==> config.mk <==
export PLATFORM = sky130hd
export DESIGN_NAME = dtil_dma_core
export DESIGN_NICKNAME = d
export VERILOG_FILES = /design/src/logic/dtil_pkg.sv /design/src/logic/dtil_dma_core.sv
export SDC_FILE = /design/constraint.sdc
export NUM_CORES = 1
export LEC_CHECK = 0
export BUFFER_PORTS_ARGS = -buffer_cell sky130_fd_sc_hd__clkbuf_2
export CAP_MARGIN = 10
export CORE_UTILIZATION = 60
export DETAILED_ROUTE_END_ITERATION = 8
export GPL_ROUTABILITY_DRIVEN = 1
export PLACE_DENSITY = 0.8
export SYNTH_ARGS = -nofsm -noshare
export SYNTH_HDL_FRONTEND = slang
export SYNTH_SLANG_ARGS = --single-unit
==> constraint.sdc <==
create_clock -name clk_i -period 6.83 [get_ports clk_i]
set_input_delay 0.3415 -clock clk_i [delete_from_list [all_inputs] [get_ports clk_i]]
set_output_delay 0.3415 -clock clk_i [all_outputs]
set_load 0.01 [all_outputs]
==> src/logic/dtil_pkg.sv <==
package dtil_pkg;
   // Defaults for the core parameters
   localparam int NCH_DEF = 8;
   localparam int SIZE_W_DEF = 16;

   // Byte addresses on the register bus
   localparam logic [7:0] ADR_CTRL = 8'h00;
   localparam logic [7:0] ADR_STAT = 8'h04;
   localparam logic [7:0] ADR_VEC = 8'h08;
   localparam logic [7:0] ADR_CHEN = 8'h0C;
   localparam logic [7:0] ADR_SIZE0 = 8'h20;

   // Field positions
   localparam int CTRL_NMI_BIT = 0;
   localparam int CTRL_IE_LSB = 8;
   localparam int CHEN_MODE_LSB = 8;
   localparam int STAT_BUSY_BIT = 8;
   localparam int STAT_CHAN_LSB = 9;

   // Reset values
   localparam logic [31:0] CTRL_RST = 32'h0000_0000;
   localparam logic [31:0] CHEN_RST = 32'h0000_0000;
   localparam logic [31:0] SIZE_RST = 32'h0000_0000;

   // Timing: oscillator start-up bounds the wake wait
   localparam int CLK_PERIOD_NS = 50;
   localparam int OSC_START_NS = 5000;
   localparam int OSC_START_CYC = (OSC_START_NS / CLK_PERIOD_NS < 1) ? 1
                                  : OSC_START_NS / CLK_PERIOD_NS;

   typedef enum logic [2:0] {
      S_IDLE = 3'h0,
      S_SYNC = 3'h1,
      S_WAKE = 3'h3,
      S_MOVE_A = 3'h2,
      S_MOVE_B = 3'h6,
      S_WAIT = 3'h7
   } dtil_state_t;

   typedef enum logic [2:0] {
      SLP_ACTIVE = 3'h0,
      SLP_ZERO = 3'h1,
      SLP_ONE = 3'h2,
      SLP_THREE = 3'h3,
      SLP_FOUR = 3'h4
   } dtil_sleep_t;

   typedef struct packed {
      dtil_sleep_t sleep;
      logic src_crystal;
   } dtil_power_t;

   typedef struct packed {
      logic busy;
      logic [2:0] chan;
      logic rd;
      logic wr;
      logic done;
   } dtil_xfer_t;
endpackage : dtil_pkg

==> src/logic/dtil_dma_core.sv <==
// Implementation choices: the Wishbone interface to the registers and the register addresses.
`timescale 1ns/1ns
module dtil_dma_core
   import dtil_pkg::*;
#(
   parameter int N_CH = NCH_DEF,
   parameter int SZW = SIZE_W_DEF
)
(
   // Clock and reset
   input wire logic clk_i,
   input wire logic rst_i,
   // Wishbone classic slave
   input wire logic wb_cyc_i,
   input wire logic wb_stb_i,
   input wire logic wb_we_i,
   input wire logic [7:0] wb_adr_i,
   input wire logic [3:0] wb_sel_i,
   input wire logic [31:0] wb_dat_i,
   output logic [31:0] wb_dat_o,
   output logic wb_ack_o,
   // Triggers and system state
   input wire logic [N_CH-1:0] trig_i,
   input wire dtil_power_t power_i,
   input wire logic global_irq_enable_i,
   input wire logic nmi_i,
   // Transfer and system control
   output dtil_xfer_t xfer_o,
   output logic cpu_halt_o,
   output logic sys_irq_hold_o,
   output logic mclk_restart_o,
   output logic irq_o
);
   localparam int WCW = $clog2(OSC_START_CYC + 1);
   localparam logic [WCW-1:0] WAKE_LOAD = WCW'(OSC_START_CYC - 1);
   localparam int WAKE_MAX = OSC_START_CYC + 1;
   if (N_CH < 1 || N_CH > 8 || SZW < 2 || SZW > 32)
   begin : g_bad_param
      $error("dtil_dma_core: N_CH must be 1..8 and SZW 2..32");
   end
   dtil_state_t state, next_state;
   logic [2:0] cur, next_cur;
   logic [WCW-1:0] wake_cnt;
   logic stopped;
   logic nmi_abort_enable;
   logic [N_CH-1:0] channel_irq_enable;
   logic [N_CH-1:0] ch_en;
   logic [N_CH-1:0] ch_block;
   logic [N_CH-1:0] pend;
   logic [N_CH-1:0] trig_q;
   logic [N_CH-1:0] channel_done_flag;
   logic [SZW-1:0] transfer_size_counter [N_CH];

   // Bus decode
   wire wb_req = wb_cyc_i && wb_stb_i;
   wire wb_hit = wb_req && wb_ack_o;
   wire wb_wr = wb_hit && wb_we_i;
   wire sel_ctrl = wb_adr_i[7:2] == ADR_CTRL[7:2];
   wire sel_stat = wb_adr_i[7:2] == ADR_STAT[7:2];
   wire sel_vec = wb_adr_i[7:2] == ADR_VEC[7:2];
   wire sel_chen = wb_adr_i[7:2] == ADR_CHEN[7:2];
   wire sel_size = wb_adr_i[7:5] == ADR_SIZE0[7:5];
   wire [2:0] size_idx = wb_adr_i[4:2];
   wire [31:0] wmask = {{8{wb_sel_i[3]}}, {8{wb_sel_i[2]}}, {8{wb_sel_i[1]}}, {8{wb_sel_i[0]}}};

   // Interrupt vector: lowest enabled pending channel wins
   wire [N_CH-1:0] masked = channel_done_flag & channel_irq_enable;
   wire [N_CH-1:0] top_oh = masked & N_CH'(~masked + 1'b1);
   wire vec_access = wb_hit && sel_vec;
   wire [N_CH-1:0] vec_clr = vec_access ? top_oh : '0;
   wire [N_CH-1:0] stat_clr = (wb_wr && sel_stat) ? N_CH'(wb_dat_i & wmask) : '0;
   logic [4:0] irq_vector_word;

   always_comb
   begin
      irq_vector_word = 5'h00;
      for (int i = N_CH - 1; i >= 0; i--)
      begin
         if (masked[i])
         begin
            irq_vector_word = 5'((i + 1) * 2);
         end
      end
   end

   assign irq_o = global_irq_enable_i && (|masked);

   // Channel arbitration, fixed order
   wire [N_CH-1:0] size_nz;
   wire [N_CH-1:0] eligible = pend & ch_en & size_nz;
   wire [N_CH-1:0] grant_oh = eligible & N_CH'(~eligible + 1'b1);
   logic [2:0] grant_idx;

   always_comb
   begin
      grant_idx = 3'h0;
      for (int i = N_CH - 1; i >= 0; i--)
      begin
         if (grant_oh[i])
         begin
            grant_idx = 3'(i);
         end
      end
   end

   // Clock stopped in deep sleep: internal source in three/four, crystal in four
   wire clk_off = power_i.sleep == SLP_FOUR
                  || (power_i.sleep == SLP_THREE && !power_i.src_crystal);
   wire busy = state != S_IDLE;
   wire abort = busy && nmi_i && nmi_abort_enable;
   wire start = state == S_IDLE && (|eligible);
   wire [SZW-1:0] cur_size = transfer_size_counter[cur];
   wire last = cur_size == SZW'(1);
   wire step = state == S_WAIT && !abort;
   wire [N_CH-1:0] cur_oh = N_CH'(1) << cur;
   wire [N_CH-1:0] step_oh = step ? cur_oh : '0;
   wire [N_CH-1:0] done_oh = (step && last) ? cur_oh : '0;

   always_comb
   begin
      next_state = state;
      next_cur = cur;
      case (state)
         S_IDLE:
         begin
            if (start)
            begin
               next_state = S_SYNC;
               next_cur = grant_idx;
            end
         end
         S_SYNC:
         begin
            next_state = (power_i.sleep == SLP_ACTIVE) ? S_MOVE_A : S_WAKE;
         end
         S_WAKE:
         begin
            if (!stopped || wake_cnt == '0)
            begin
               next_state = S_MOVE_A;
            end
         end
         S_MOVE_A:
         begin
            next_state = S_MOVE_B;
         end
         S_MOVE_B:
         begin
            next_state = S_WAIT;
         end
         S_WAIT:
         begin
            // Block mode keeps moving without a new synchronisation
            next_state = (ch_block[cur] && !last) ? S_MOVE_A : S_IDLE;
         end
         default:
         begin
            next_state = S_IDLE;
         end
      endcase
      if (abort)
      begin
         next_state = S_IDLE;
      end
   end
   always_ff @(posedge clk_i)
   begin
      if (rst_i)
      begin
         state <= S_IDLE;
         cur <= 3'h0;
         stopped <= 1'b0;
         wake_cnt <= '0;
      end
      else
      begin
         state <= next_state;
         cur <= next_cur;
         if (state == S_SYNC)
         begin
            stopped <= clk_off;
            wake_cnt <= WAKE_LOAD;
         end
         else if (state == S_WAKE && wake_cnt != '0)
         begin
            wake_cnt <= wake_cnt - 1'b1;
         end
      end
   end

   // Registered transfer strobes
   always_ff @(posedge clk_i)
   begin
      if (rst_i)
      begin
         xfer_o <= '0;
      end
      else
      begin
         xfer_o.busy <= next_state != S_IDLE;
         xfer_o.chan <= next_cur;
         xfer_o.rd <= next_state == S_MOVE_A;
         xfer_o.wr <= next_state == S_MOVE_B;
         xfer_o.done <= step && last;
      end
   end

   // Processor stays halted and maskable interrupts wait while busy
   assign cpu_halt_o = busy;
   assign sys_irq_hold_o = busy;
   // Held only for the transfer, so the clock stops again afterwards
   assign mclk_restart_o = busy && state != S_SYNC && stopped;

   // Per-channel state
   genvar g;
      for (g = 0; g < N_CH; g++)
      begin : g_ch
         wire size_we = wb_wr && sel_size && size_idx == 3'(g);
         assign size_nz[g] = transfer_size_counter[g] != '0;
         always_ff @(posedge clk_i)
         begin
            if (rst_i)
            begin
               channel_done_flag[g] <= 1'b0;
               transfer_size_counter[g] <= SZW'(SIZE_RST);
               pend[g] <= 1'b0;
               trig_q[g] <= 1'b0;
               ch_en[g] <= CHEN_RST[g];
            end
            else
            begin
               trig_q[g] <= trig_i[g];
               // Set wins over any clear in the same cycle
               channel_done_flag[g] <= done_oh[g]
                  || (channel_done_flag[g] && !vec_clr[g] && !stat_clr[g]);
               if (trig_i[g] && !trig_q[g] && ch_en[g])
               begin
                  pend[g] <= 1'b1;
               end
               else if ((start && grant_oh[g]) || !ch_en[g])
               begin
                  pend[g] <= 1'b0;
               end
               if (size_we)
               begin
                  transfer_size_counter[g] <= SZW'(wb_dat_i & wmask);
               end
               else if (step_oh[g])
               begin
                  transfer_size_counter[g] <= transfer_size_counter[g] - 1'b1;
               end
               if (wb_wr && sel_chen && wb_sel_i[0])
               begin
                  ch_en[g] <= wb_dat_i[g];
               end
               else if (done_oh[g])
               begin
                  ch_en[g] <= 1'b0;
               end
            end
         end
      end
   // Control word and mode bits
   always_ff @(posedge clk_i)
   begin
      if (rst_i)
      begin
         nmi_abort_enable <= CTRL_RST[CTRL_NMI_BIT];
         channel_irq_enable <= CTRL_RST[CTRL_IE_LSB +: N_CH];
         ch_block <= CHEN_RST[CHEN_MODE_LSB +: N_CH];
      end
      else if (wb_wr)
      begin
         if (sel_ctrl && wb_sel_i[0])
         begin
            nmi_abort_enable <= wb_dat_i[CTRL_NMI_BIT];
         end
         if (sel_ctrl && wb_sel_i[1])
         begin
            channel_irq_enable <= wb_dat_i[CTRL_IE_LSB +: N_CH];
         end
         if (sel_chen && wb_sel_i[1])
         begin
            ch_block <= wb_dat_i[CHEN_MODE_LSB +: N_CH];
         end
      end
   end

   // Read mux; unmapped addresses read zero
   logic [31:0] rdata;
   always_comb
   begin
      rdata = 32'h0000_0000;
      if (sel_ctrl)
      begin
         rdata[CTRL_NMI_BIT] = nmi_abort_enable;
         rdata[CTRL_IE_LSB +: N_CH] = channel_irq_enable;
      end
      else if (sel_stat)
      begin
         rdata[N_CH-1:0] = channel_done_flag;
         rdata[STAT_BUSY_BIT] = busy;
         rdata[STAT_CHAN_LSB +: 3] = cur;
      end
      else if (sel_vec)
      begin
         rdata[4:0] = irq_vector_word;
      end
      else if (sel_chen)
      begin
         rdata[N_CH-1:0] = ch_en;
         rdata[CHEN_MODE_LSB +: N_CH] = ch_block;
      end
      else if (sel_size && {1'b0, size_idx} < 4'(N_CH))
      begin
         rdata[SZW-1:0] = transfer_size_counter[size_idx];
      end
   end
   // One wait state: data is captured with ack, side effects land on the ack edge
   always_ff @(posedge clk_i)
   begin
      if (rst_i)
      begin
         wb_ack_o <= 1'b0;
         wb_dat_o <= 32'h0000_0000;
      end
      else
      begin
         wb_ack_o <= wb_req && !wb_ack_o;
         if (wb_req && !wb_ack_o)
         begin
            wb_dat_o <= rdata;
         end
      end
   end
endmodule : dtil_dma_core

Word level (Yosys, flattened, before mapping)
Memories as Yosys holds them, arrays and structs flattened. A register that Yosys moved wholly into a read port is not among the register bits.
Index checks and enable logic that the tools add are counted.

word-level totals
  register bits after elaboration = 84
  RAM bits = 128
  bits of input ports = 63
  output and inout port bits = 44
  logic and storage cells = 421
  memories kept = 1

cells by class
  $add $sub $neg = 11
  order comparisons = 1
  equal/unequal tests = 22
  shift-type cells = 1
  multiplexer cells = 149
  bitwise operators = 24
  reductions and logical operators = 166

memory list
  memory                 words  bits a word  read ports  clocked after memory_dff  wr ports  line                 RTL
  transfer_size_counter  8      16           10          1                         8         dtil_dma_core.sv:52  logic [SZW-1:0] transfer_size_counter [N_CH];

operator list
  kind                                                                    number
  16-bit 2-to-1 mux                                                       18
  16-bit nonzero test                                                     8
  16-bit by 1-bit subtractor with 16-bit output, second input constant    8
  1-bit 2-to-1 mux                                                        93
  1-bit logical AND                                                       71
  3-bit 2-to-1 mux                                                        15
  5-bit 2-to-1 mux                                                        9
  8-bit bitwise AND                                                       5
  8-bit 2-to-1 mux                                                        5
  1-bit logical NOT                                                       37
  2-bit nonzero test                                                      17
  3-bit equality test, second input constant                              8
  7-bit 2-to-1 mux                                                        3
  3-bit by 2-bit equality test with 1-bit output, second input constant   6
  1-bit logical OR                                                        18
  3-bit one-hot mux with 6 select lines                                   1
  8-bit by 1-bit adder with 8-bit output, second input constant           2
  16-bit bitwise AND                                                      1
  16-bit by 1-bit equality test with 1-bit output, second input constant  1
  8-bit inverter                                                          2
  1-bit bitwise OR                                                        16
  8-bit OR reduction                                                      2
  6-bit by 2-bit equality test with 1-bit output, second input constant   2
  12-bit 2-to-1 mux                                                       1
  17 further kinds                                                        25

Depth between registers and ports, before layout
Gate-level depths: netlist of run 1.
An unclocked memory read counts as a cell.

  word-level depth = 18
  mapped depth = 9
  mapped depth without buffers = 8

Worst setup path after synthesis of run 1
Ideal clock, no wire load.

  kind = register to register
  start point = reg state[1]
  end point = mem transfer_size_counter[5][0] (netlist name), enable pin
  arrival time = 2.173 ns
  required time = 6.419 ns
  slack = 4.245 ns
  cell stages (with the launch flop) = 6
  clock period less this slack = 2.585 ns
  cells stage by stage = dfxtp_1 > buf_6 > nand4_1 > or2_2 > clkbuf_1 > o21ai_0

RTL lines
  what                    line                  RTL
  start, declared         dtil_dma_core.sv:41   dtil_state_t state, next_state;
  start signal, assigned  dtil_dma_core.sv:177  state <= next_state;
  end, declared           dtil_dma_core.sv:52

==> results.md, run 1 <==
* Status: finished clean
* Pwr dens at 216 nW/µm²
* Power share of the clock group at 43.5%
* Die width at 148 µm
* Clock latency on the worst-skew pair at 0.52 ns
* Setup total negative slack at 0 ns
* Synth area leaders: edfxtp_1 30%, dfxtp_1 14%, o22ai_1 5.9%
* Worst slew margin at 20.4%
* Register Area at 5590 µm²
* Initial Util at 61.0%
* Leading area contributor after synthesis: edfxtp_1
* R2R setup slack at 3.57 ns
* GR Util All Layers at 36.9%
* CTS H-tree lvls at 1
* Final hold violations at 0
* Non-Filler Instances at 1633
* Slew Viols, Final at 0
* DRT antenna net count at 0
* First-pass detailed-route iteration total at 7
* Core Region at 21000 µm²
* Share of layout cells above drive strength 1 at 13.0%
* FMAX at 0.307 GHz
* Deepest clock path buffer count at 3
* Adder-Cell Fraction of Synth Area at 0.979%
* Initial antenna violation count at 0
* Commonest non-fill, non-tap cells in the layout: 135 x nor2_1, 128 x edfxtp_1, 120 x o22ai_1
* Worst-path clk slew at 0.06 ns
* Multiplexer share of the synthesized area at 8.69%
* Sequential power share at 47.9%
* Xor-xnor portion of the synthesized cell area at 7.81%
* Core Rows at 53
* FFs w/ async S/R, synth at 0%
* Required time worst endpoint at 6.98 ns
* Most common cell after layout, fill and taps aside: nor2_1
* Max VDD drop at 0.132 mV
* Routed wire length per instance at 24.7 µm
* Post-synth top flop: edfxtp_1
* Nets@finish at 1413
* DP Cell Count at 1589
* Setup crit end kind: flip-flop
* Logic pwr share at 8.6%
* Num ports at 107
* # port buffers at 70
* Hold_buf cts at 0
* Crit Path Max Fanout at 18
* Mapped Area at 12800 µm²
* Placer congestion estimate at 0.984
* Detailed Place HPWL at 28300 µm
* Largest family of logic cells by synthesized area: simple AND/OR/NAND/NOR gates
* CP arrival at 3.41 ns
* Post-Route WL at 40300 µm
* Die footprint at 21900 µm²
* Largest net degree at the start of global routing at 50
* Register area share after synthesis at 43.7%
* Fin crit share at 47.7%
* Starting DRT DRC Count at 1604
* Worst slew pin tran at 1.19 ns
* Synthesis-stage register bit count at 215
* Total CTS buffers at 24
* Unique cell type count in the Yosys netlist at 83
* Int Power at 2.29 mW
* DRC violations left at 0
* Die H at 148 µm
* Setup bufs post-CTS at 0
* Count of final setup violators at 0
* Startpoint Class: flip-flop
* Syn avg cell area at 9.84 µm²
* Multi-input gate area at 6750 µm²
* Vias per inst at 6.99
* # resized after CTS at 0
* Psw at 736 µW
* Hold WC Path Type: in2reg
* Final Critical Period at 3.26 ns
* Synth warn at 0
* Post-Synthesis Cells at 1298
* RSZ-0062 raised after global routing: false
* Gr ovfl total at 0
* Number of synthesized flops with an enable pin at 128
* Clk root buf: clkbuf_16
* Synth top area share at 30.1%
* CTS tree: built
* Switch share at 24.3%
* Clk_skew at 0.00974 ns
* Synth Area in Compound Gates at 15.6%
* Share of synthesized cell area in and, or, nand and nor gates at 19.2%
* Cell leakage power at 4.96 nW
* Total number of vias at 11400
* # fillers at 1698
* Area delta synth->final at 9.79%
* CP Class: reg2reg
* First-pass GRT wire length at 60800 µm
* Max-cap violations at 0
* Vias in the first global route at 10500
* Clk sinks at 215
[synth_stat cells, types with 22 or more instances]
cell type  count
edfxtp_1     128
nand2_1      119
mux2i_1       34
xnor2_1       64
nor4_1        36
xor2_1        50
nor3_1        48
clkbuf_1      50
o21ai_0       22
nor2_1       135
mux4_2        33
dfxtp_1       87
inv_1         30
a21oi_1       46
o22ai_1      120
nand3_1       31
[worst max-delay path, stage by stage (launching register included)]
cell and delay [ns]:
dfxtp_1 0.54, nand4_1 0.34, or2_2 0.44, nor3_2 0.91, nor2_1 0.07, nand2_1 0.58
[layer usage]
| metal | global-route usage (%) | vias up | part of all wire [%] |
|---|---|---|---|
| met5 | 0 | - | 0 |
| met4 | 21.0 | 0 | 6.2 |
| met3 | 7.19 | 158 | 13 |
| met2 | 53.7 | 829 | 42 |
| met1 | 51.5 | 5429 | 39 |
| li1 | - | 5001 | - |
[cells by family (layout without fill, tap and decap cells)]
| group | Yosys count | count (layout) |
|---|---|---|
| xor+xnor | 114 | 114 |
| mux | 68 | 68 |
| buf+inv | 110 | 154 |
| simple gates | 488 | 488 |
| flops | 215 | 215 |
| fa+ha+maj | 10 | 10 |
| other cells | 1 | 17 |
| compound gates | 292 | 292 |
[power groups by stage]
stage | Sequential [mW] | Combinational [mW] | Clock (mW)
3_5_place_dp | 1.47 | 0.250 | 0
2_1_floorplan | 1.46 | 0.172 | 0
6_report | 1.45 | 0.260 | 1.32
5_1_grt | 1.45 | 0.273 | 1.37
3_3_place_gp | 1.47 | 0.247 | 0
4_1_cts | 1.45 | 0.252 | 1.32
[sequential cells by signal, summed over array words and instances, names as in the netlist, named ones only]
register and flops:
transfer_size_counter 128, wb_dat_o 16, ch_block 8, ch_en 8
channel_done_flag 8, channel_irq_enable 8, pend 8, trig_q 8
wake_cnt 7, xfer_o 7, state 3, nmi_abort_enable 1
stopped 1, wb_ack_o 1
[layout make-up]
type                            count  area share [%]
Multi-Input combinational cell    988            48.1
Sequential cell                   215            39.8
Clock buffer                       39            5.42
Timing Repair Buffer               80            3.03
Tap cell                          275            2.45
Inverter                           31           0.829
Clock inverter                      4           0.348
Antenna cell                        1          0.0178
[final timing paths]
kind                                   start                     endpoint  depth (start not counted)
worst max register to register      state[1]  transfer_size_counter[4][1]                          5
worst min register to register  wb_dat_o[11]                 wb_dat_o[11]                          2
worst max-delay path                state[1]  transfer_size_counter[4][1]                          5
worst min-delay path               trig_i[1]                    trig_q[1]                          3
[metrics by stage]
stage | instance area (µm²) | util, % | power [mW] | hold WS [ns] | worst slack, ns
final | 14000 | 67.0 | 3.03 | 0.0472 | 3.57
after global routing | 14000 | 66.9 | 3.10 | 0.0493 | 3.44
after CTS | 14000 | 66.9 | 3.02 | 0.0463 | 3.66
after detailed placement | 13200 | 63.1 | 1.72 | 0.446 | 3.45
after global placement | 13200 | 63.1 | 1.72 | 0.440 | 3.52
after floorplan | 12800 | - | 1.63 | 0.435 | 4.25
(Power assumes the default switching activity.)
==> inputs of run 2 (changes only) <==
CORE_UTILIZATION = 55   (was 60)
PLACE_DENSITY = 0.77   (was 0.8)
clock period = 2.8 ns   (was 6.83 ns; I/O delays follow)
==> run 2 against run 1 <==
Net effect: combinational power grew to 2.8 times the previous value; global-route usage is 1.0 points lower; worst setup slack worse by 3.4 ns; first-iteration DRC count rose by 11%; count of clock-buffer cells in the layout shrank 5; maximum frequency grew 22%; die area is 9.0% higher; sequential power increased by 140%; critical path type unchanged; largest cell class unchanged; largest power group unchanged; highest routed layer unchanged.
==> results.md, run 2 (synthesis gave the netlist of run 1 again) <==
* Commonest non-fill, non-tap cells in the layout: 135 x nor2_1, 128 x edfxtp_1, 120 x o22ai_1
* Count of final setup violators at 0 (unchanged)
* Area delta synth->final at 16.1%
* Core Region at 22700 µm² (+8.4%)
* Worst slew pin tran at 0.897 ns (-0.291 ns)
* Share of layout cells above drive strength 1 at 16.6% (+3.6 points)
* # port buffers at 70 (unchanged)
* GR Util All Layers at 35.9% (-1.0 points)
* Initial Util at 56.3% (-4.7 points)
* Worst slew margin at 40.1% (+20 points)
* Max VDD drop at 0.391 mV (+200%)
* First-pass GRT wire length at 65000 µm (+6.9%)
* # fillers at 1784 (+5.1%)
* Total CTS buffers at 25 (+4.2%)
* Largest net degree at the start of global routing at 82 (+64%)
* Largest register FFs at 128 (unchanged)
* Die H at 154 µm (+4.4%)
* Layout Utilization at 65.4% (-1.6 points)
* Clock latency on the worst-skew pair at 0.53 ns (about the same)
* Clk sinks at 215 (unchanged)
* Total power at 7.53 mW (+150%)
* Nets@finish at 1502 (+6.3%)
* DRT antenna net count at 0 (unchanged)
* Placer congestion estimate at 1.02 (+3.9%)
* Final Critical Period at 2.67 ns (-0.591 ns)
* Vias in the first global route at 11100 (+5.7%)
* GRT met1 Usage at 49.1% (-2.4 points)
* Fin crit share at 95.3% (+48 points)
* Post-Route WL at 42500 µm (+5.5%)
* Final hold violations at 0 (unchanged)
* Setup total negative slack at 0 ns (unchanged)
* FMAX at 0.375 GHz (+22%)
* M3 GR Usage at 6.95% (-0.24 points)
* Cell leakage power at 5.40 nW (+8.8%)
* Setup crit end kind: flip-flop
* Clk root buf: clkbuf_16
* Crit Path Max Fanout at 9 (-9)
* First-pass detailed-route iteration total at 8 (+1)
* Deepest clock path buffer count at 3 (unchanged)
* Gr ovfl total at 0 (unchanged)
* Top flop regs: transfer_size_counter (128), wb_dat_o (16)
* Hold WC Path Type: in2reg
* Core Rows at 55 (+3.8%)
* RSZ-0062 raised after global routing: false
* Layer with the highest usage: met2
* Most common cell after layout, fill and taps aside: nor2_1
* Register Area at 5590 µm² (unchanged)
* Vias per inst at 6.82 (-2.5%)
* Clk_skew at 0.0123 ns (+0.00255 ns)
* CP arrival at 3.05 ns (-0.36 ns)
* Status: finished clean
* Total number of vias at 11800 (+3.4%)
* CTS H-tree lvls at 1 (unchanged)
* Slew Viols, Final at 0 (unchanged)
* GR Layer Usage met2 at 53.8% (+0.12 points)
* DRC violations left at 0 (unchanged)
* Pwr dens at 508 nW/µm² (+140%)
* Starting DRT DRC Count at 1787 (+11%)
* Initial antenna violation count at 0 (unchanged)
* Largest Register: transfer_size_counter
* Detailed Place HPWL at 30100 µm (+6.3%)
* Worst-path clk slew at 0.06 ns (about the same)
* Num ports at 107 (unchanged)
* Die width at 154 µm (+4.4%)
* Max-cap violations at 0 (unchanged)
* CP Class: reg2reg
* Die footprint at 23800 µm² (+9.0%)
* Startpoint Class: flip-flop
* Number of antenna diodes at 0 (-1)
* Routed wire length per instance at 24.5 µm (-0.57%)
* CTS tree: built
* Required time worst endpoint at 3.19 ns (-3.79 ns)
* Multi-input gate area at 6780 µm² (+0.46%)
## run 2: per-stage QoR
step                      setup WS [ns]  cell area (µm²)  hold slack (ns)  std cells
after floorplan                   0.215            12800            0.265       1313
after global placement            0.137            13700            0.355       1660
after detailed placement         0.0588            13700            0.374       1660
after CTS                        0.0765            14800           0.0610       1731
after global routing             0.0233            14800           0.0965       1732
final                             0.133            14800           0.0669       1732
## run 2: final cells by class
type                            instances  area share (%)
Multi-Input combinational cell        988            45.7
Sequential cell                       215            37.6
Timing Repair Buffer                  168            8.01
Clock buffer                           34            4.81
Tap cell                              285            2.40
Inverter                               31           0.784
Clock inverter                         11           0.700
## run 2: worst max-delay path, cell delays in order, from the launching register on
cell and delay, ns:
edfxtp_1 0.39, inv_1 0.07, ha_1 0.19, or4b_1 0.52
and4b_2 0.38, or2_1 0.18, nand4_4 0.21, o41ai_4 0.42
o211ai_1 0.16
## run 2: timing repair
action / 4_1_cts / 5_1_grt
setup buffers: 0 / 1
hold buffers: 26 / 0
pin swaps: 0 / 3
endpoints found under the hold margin: 40 / 0
gates resized for setup: 1 / 4
endpoints found under the setup margin: 1 / 9
## run 2: worst paths after layout
| kind | startpoint | to | slack, ns | cells past startpoint |
|---|---|---|---|---|
| setup / recovery | transfer_size_counter[1][0] | xfer_o[6] | 0.13 | 8 |
| hold / removal | nmi_i | xfer_o[2] | 0.07 | 4 |
| setup reg to reg | transfer_size_counter[1][0] | xfer_o[6] | 0.13 | 8 |
| hold reg to reg | wb_dat_o[8] | wb_dat_o[8] | 0.46 | 2 |
## run 2: report_power, final
group          total [mW]  internal, mW  switching, mW
Clock                3.28          1.96           1.33
Combinational       0.719         0.285          0.434
Sequential           3.53          3.42          0.108
Total                7.53          5.66           1.87
## run 2: per-layer routing
metal  up-vias  share of wire (%)
li1       5186                  -
met1      5644                 38
met2       823                 43
met3       153                 13
met4         0                6.0
met5         -                  0
==> inputs of run 3 (changes only) <==
ABC_AREA = 0   (was default)
CORE_UTILIZATION = 57   (was 55)
CTS_BUF_LIST = sky130_fd_sc_hd__clkbuf_8   (was default)
PLACE_DENSITY = 0.8   (was 0.77)
==> run 3 against run 2 <==
Net effect: non-clock buffer count increased by 6; global-route usage grew 1.2 points; sequential cell count is the same; core utilization is 2.1 points higher; clock skew is 0.018 ns higher; worst setup slack got worse by 0.082 ns; final cell count rose by 1.3%; critical endpoint unchanged.
==> results.md, run 3 (synthesis gave the netlist of run 1 again) <==
* Status: finished clean
* Final setup margin at 0.0504 ns (-0.0825 ns)
* RSZ-0062 raised after global routing: true
* Vias per inst at 6.79 (-0.32%)
* Total CTS buffers at 37 (+48%)
* Core Rows at 54 (-1.8%)
* Crit Path Max Fanout at 3 (-6)
* Hold WC Path Type: in2reg
* GR Util All Layers at 37.0% (+1.2 points)
* Clk_skew at 0.0302 ns (+0.0179 ns)
* Commonest non-fill, non-tap cells in the layout: 135 x nor2_1, 128 x edfxtp_1, 120 x o22ai_1
* Nets@finish at 1520 (+1.2%)
* # fillers at 1711 (-4.1%)
* Slowest-stage cell, CP: or4_4
* Largest register FFs at 128 (unchanged)
* Worst hold path stage count at 3 (-1)
* Core Region at 21900 µm² (-3.6%)
* Non-Filler Instances at 1754 (+1.3%)
* CP arrival at 3.14 ns (+0.09 ns)
* Die H at 152 µm (-1.7%)
* Worst R2R Start: transfer_size_counter[7][0]
* Required time worst endpoint at 3.19 ns (about the same)
* Fin crit share at 98.2% (+2.9 points)
* Vias in the first global route at 11100 (+0.41%)
* Initial Util at 58.4% (+2.1 points)
* Most common cell after layout, fill and taps aside: nor2_1
* Routed wire length per instance at 24.2 µm (-1.2%)
* CP cell instances: inv_1 > ha_2 > or4b_4 > or4_4 > o311ai_4 > nand3_2 > o41ai_4 > o211ai_1
* Slew Viols, Final at 0 (unchanged)
* Pwr dens at 485 nW/µm² (-4.5%)
* Top flop regs: transfer_size_counter (128), wb_dat_o (16)
* Max-cap violations at 0 (unchanged)
* Layout Utilization at 67.5% (+2.1 points)
* FF-to-FF End: xfer_o[6]
* CTS tree: built
* Num ports at 107 (unchanged)
* Worst-path clk slew at 0.06 ns (about the same)
* CP Class: reg2reg
* WHS Endpoint: state[2]
* Final hold violations at 0 (unchanged)
* Detailed Place HPWL at 29600 µm (-1.7%)
* Largest Register: transfer_size_counter
* Area post-placement at 13700 µm² (-0.26%)
* CP Buf/Inv Count at 1 (unchanged)
* Final Critical Period at 2.75 ns (+0.0825 ns)
* Area delta synth->final at 15.6%
* Starting DRT DRC Count at 1835 (+2.7%)
* First-pass GRT wire length at 63100 µm (-2.8%)
* Cell leakage power at 5.41 nW (+0.23%)
* Clk sinks at 215 (unchanged)
* Max VDD drop at 0.320 mV (-18%)
* Final Instance Area at 14800 µm² (-0.47%)
* Clk root buf: clkbuf_8
* First-pass detailed-route iteration total at 9 (+1)
* Worst slew pin tran at 0.839 ns (-0.0575 ns)
* Largest net degree at the start of global routing at 52 (-37%)
* Die width at 152 µm (-1.7%)
* FMAX at 0.364 GHz (-3.0%)
* Clock latency on the worst-skew pair at 0.55 ns (+0.02 ns)
* Number of antenna diodes at 0 (unchanged)
* Setup crit end kind: flip-flop
* Startpoint Class: flip-flop
* Share of layout cells above drive strength 1 at 17.5% (+0.92 points)
* Worst slack, placed at 0.0430 ns (-0.0158 ns)
* Reg2reg path depth at 8 (unchanged)
* Post-Route WL at 42500 µm (about the same)
* Worst slew margin at 43.9% (+3.8 points)
* Gr ovfl total at 0 (unchanged)
* # port buffers at 70 (unchanged)
* Initial antenna violation count at 0 (unchanged)
* CP peak stage delay at 0.49 ns (-0.03 ns)
* Placer congestion estimate at 1.01 (-1.2%)
* DRC violations left at 0 (unchanged)
* Total number of vias at 11900 (+0.95%)
* Count of final setup violators at 0 (unchanged)
* Die footprint at 23000 µm² (-3.5%)
* R2R setup slack at 0.05 ns (-0.08 ns)
* HP Start: nmi_i
* CTS H-tree lvls at 2 (+1)
* Crit path max-delay family: simple AND/OR/NAND/NOR gates
* DP Cell Count at 1656 (-0.24%)
* Deepest clock path buffer count at 3 (unchanged)
* DRT antenna net count at 0 (unchanged)
run 3: worst max-delay path by stage:
| stage | startpoint | endpoint | slack [ns] | cells after the start |
|---|---|---|---|---|
| after global placement | transfer_size_counter[7][0] | xfer_o[5] | 0.15 | 8 |
| after CTS | transfer_size_counter[1][1] | xfer_o[2] | 0.04 | 8 |
| after floorplan | state[1] | transfer_size_counter[5][0] | 0.22 | 5 |
| after global routing | transfer_size_counter[7][0] | xfer_o[6] | -0.05 | 8 |
| after detailed placement | transfer_size_counter[1][1] | xfer_o[2] | 0.04 | 8 |
| final | transfer_size_counter[7][0] | xfer_o[6] | 0.05 | 8 |
run 3: layout make-up:
cell class	count	area [µm²]	share of cell area, %
inverter	31	116	0.788
clock inverter	23	148	0.999
sequential	215	5590	37.8
tap	280	350	2.37
multi-input combinational	988	6780	45.9
timing repair buffer	174	1200	8.11
clock buffer	43	592	4.01
run 3: timing repair:
item / in CTS / in global routing
hold buffers: 27 / 0
setup endpoints to repair: 0 / 10
hold endpoints to repair: 40 / 0
resized for setup: 0 / 6
setup buffers: 0 / 5
run 3: metal layers:
metal	GRT usage (%)	part of all wire (%)
met1	50.3	39
met4	19.6	5.5
met2	55.6	43
met5	0	0
met3	7.60	12
run 3: power breakdown:
| group | switching (mW) | internal [mW] | total, mW |
|---|---|---|---|
| sequential | 0.107 | 3.42 | 3.53 |
| clock | 1.33 | 1.58 | 2.91 |
| combinational | 0.438 | 0.283 | 0.721 |
| total | 1.87 | 5.29 | 7.16 |
run 3: through the flow:
step,power (mW),TNS (ns),hold slack (ns)
finish,7.16,0,0.0810
global route,7.33,-0.108,0.0887
CTS,7.13,0,0.0619
detailed placement,4.25,0,0.366
global placement,4.23,0,0.361
floorplan,3.98,0,0.265
run 3: tightest hold or removal path: cells and delay by family:
family,cells,cell delay (ns)
AOI/OAI and AO/OA,1,0.14
buffers and inverters,1,0.10
and+or+nand+nor,1,0.18
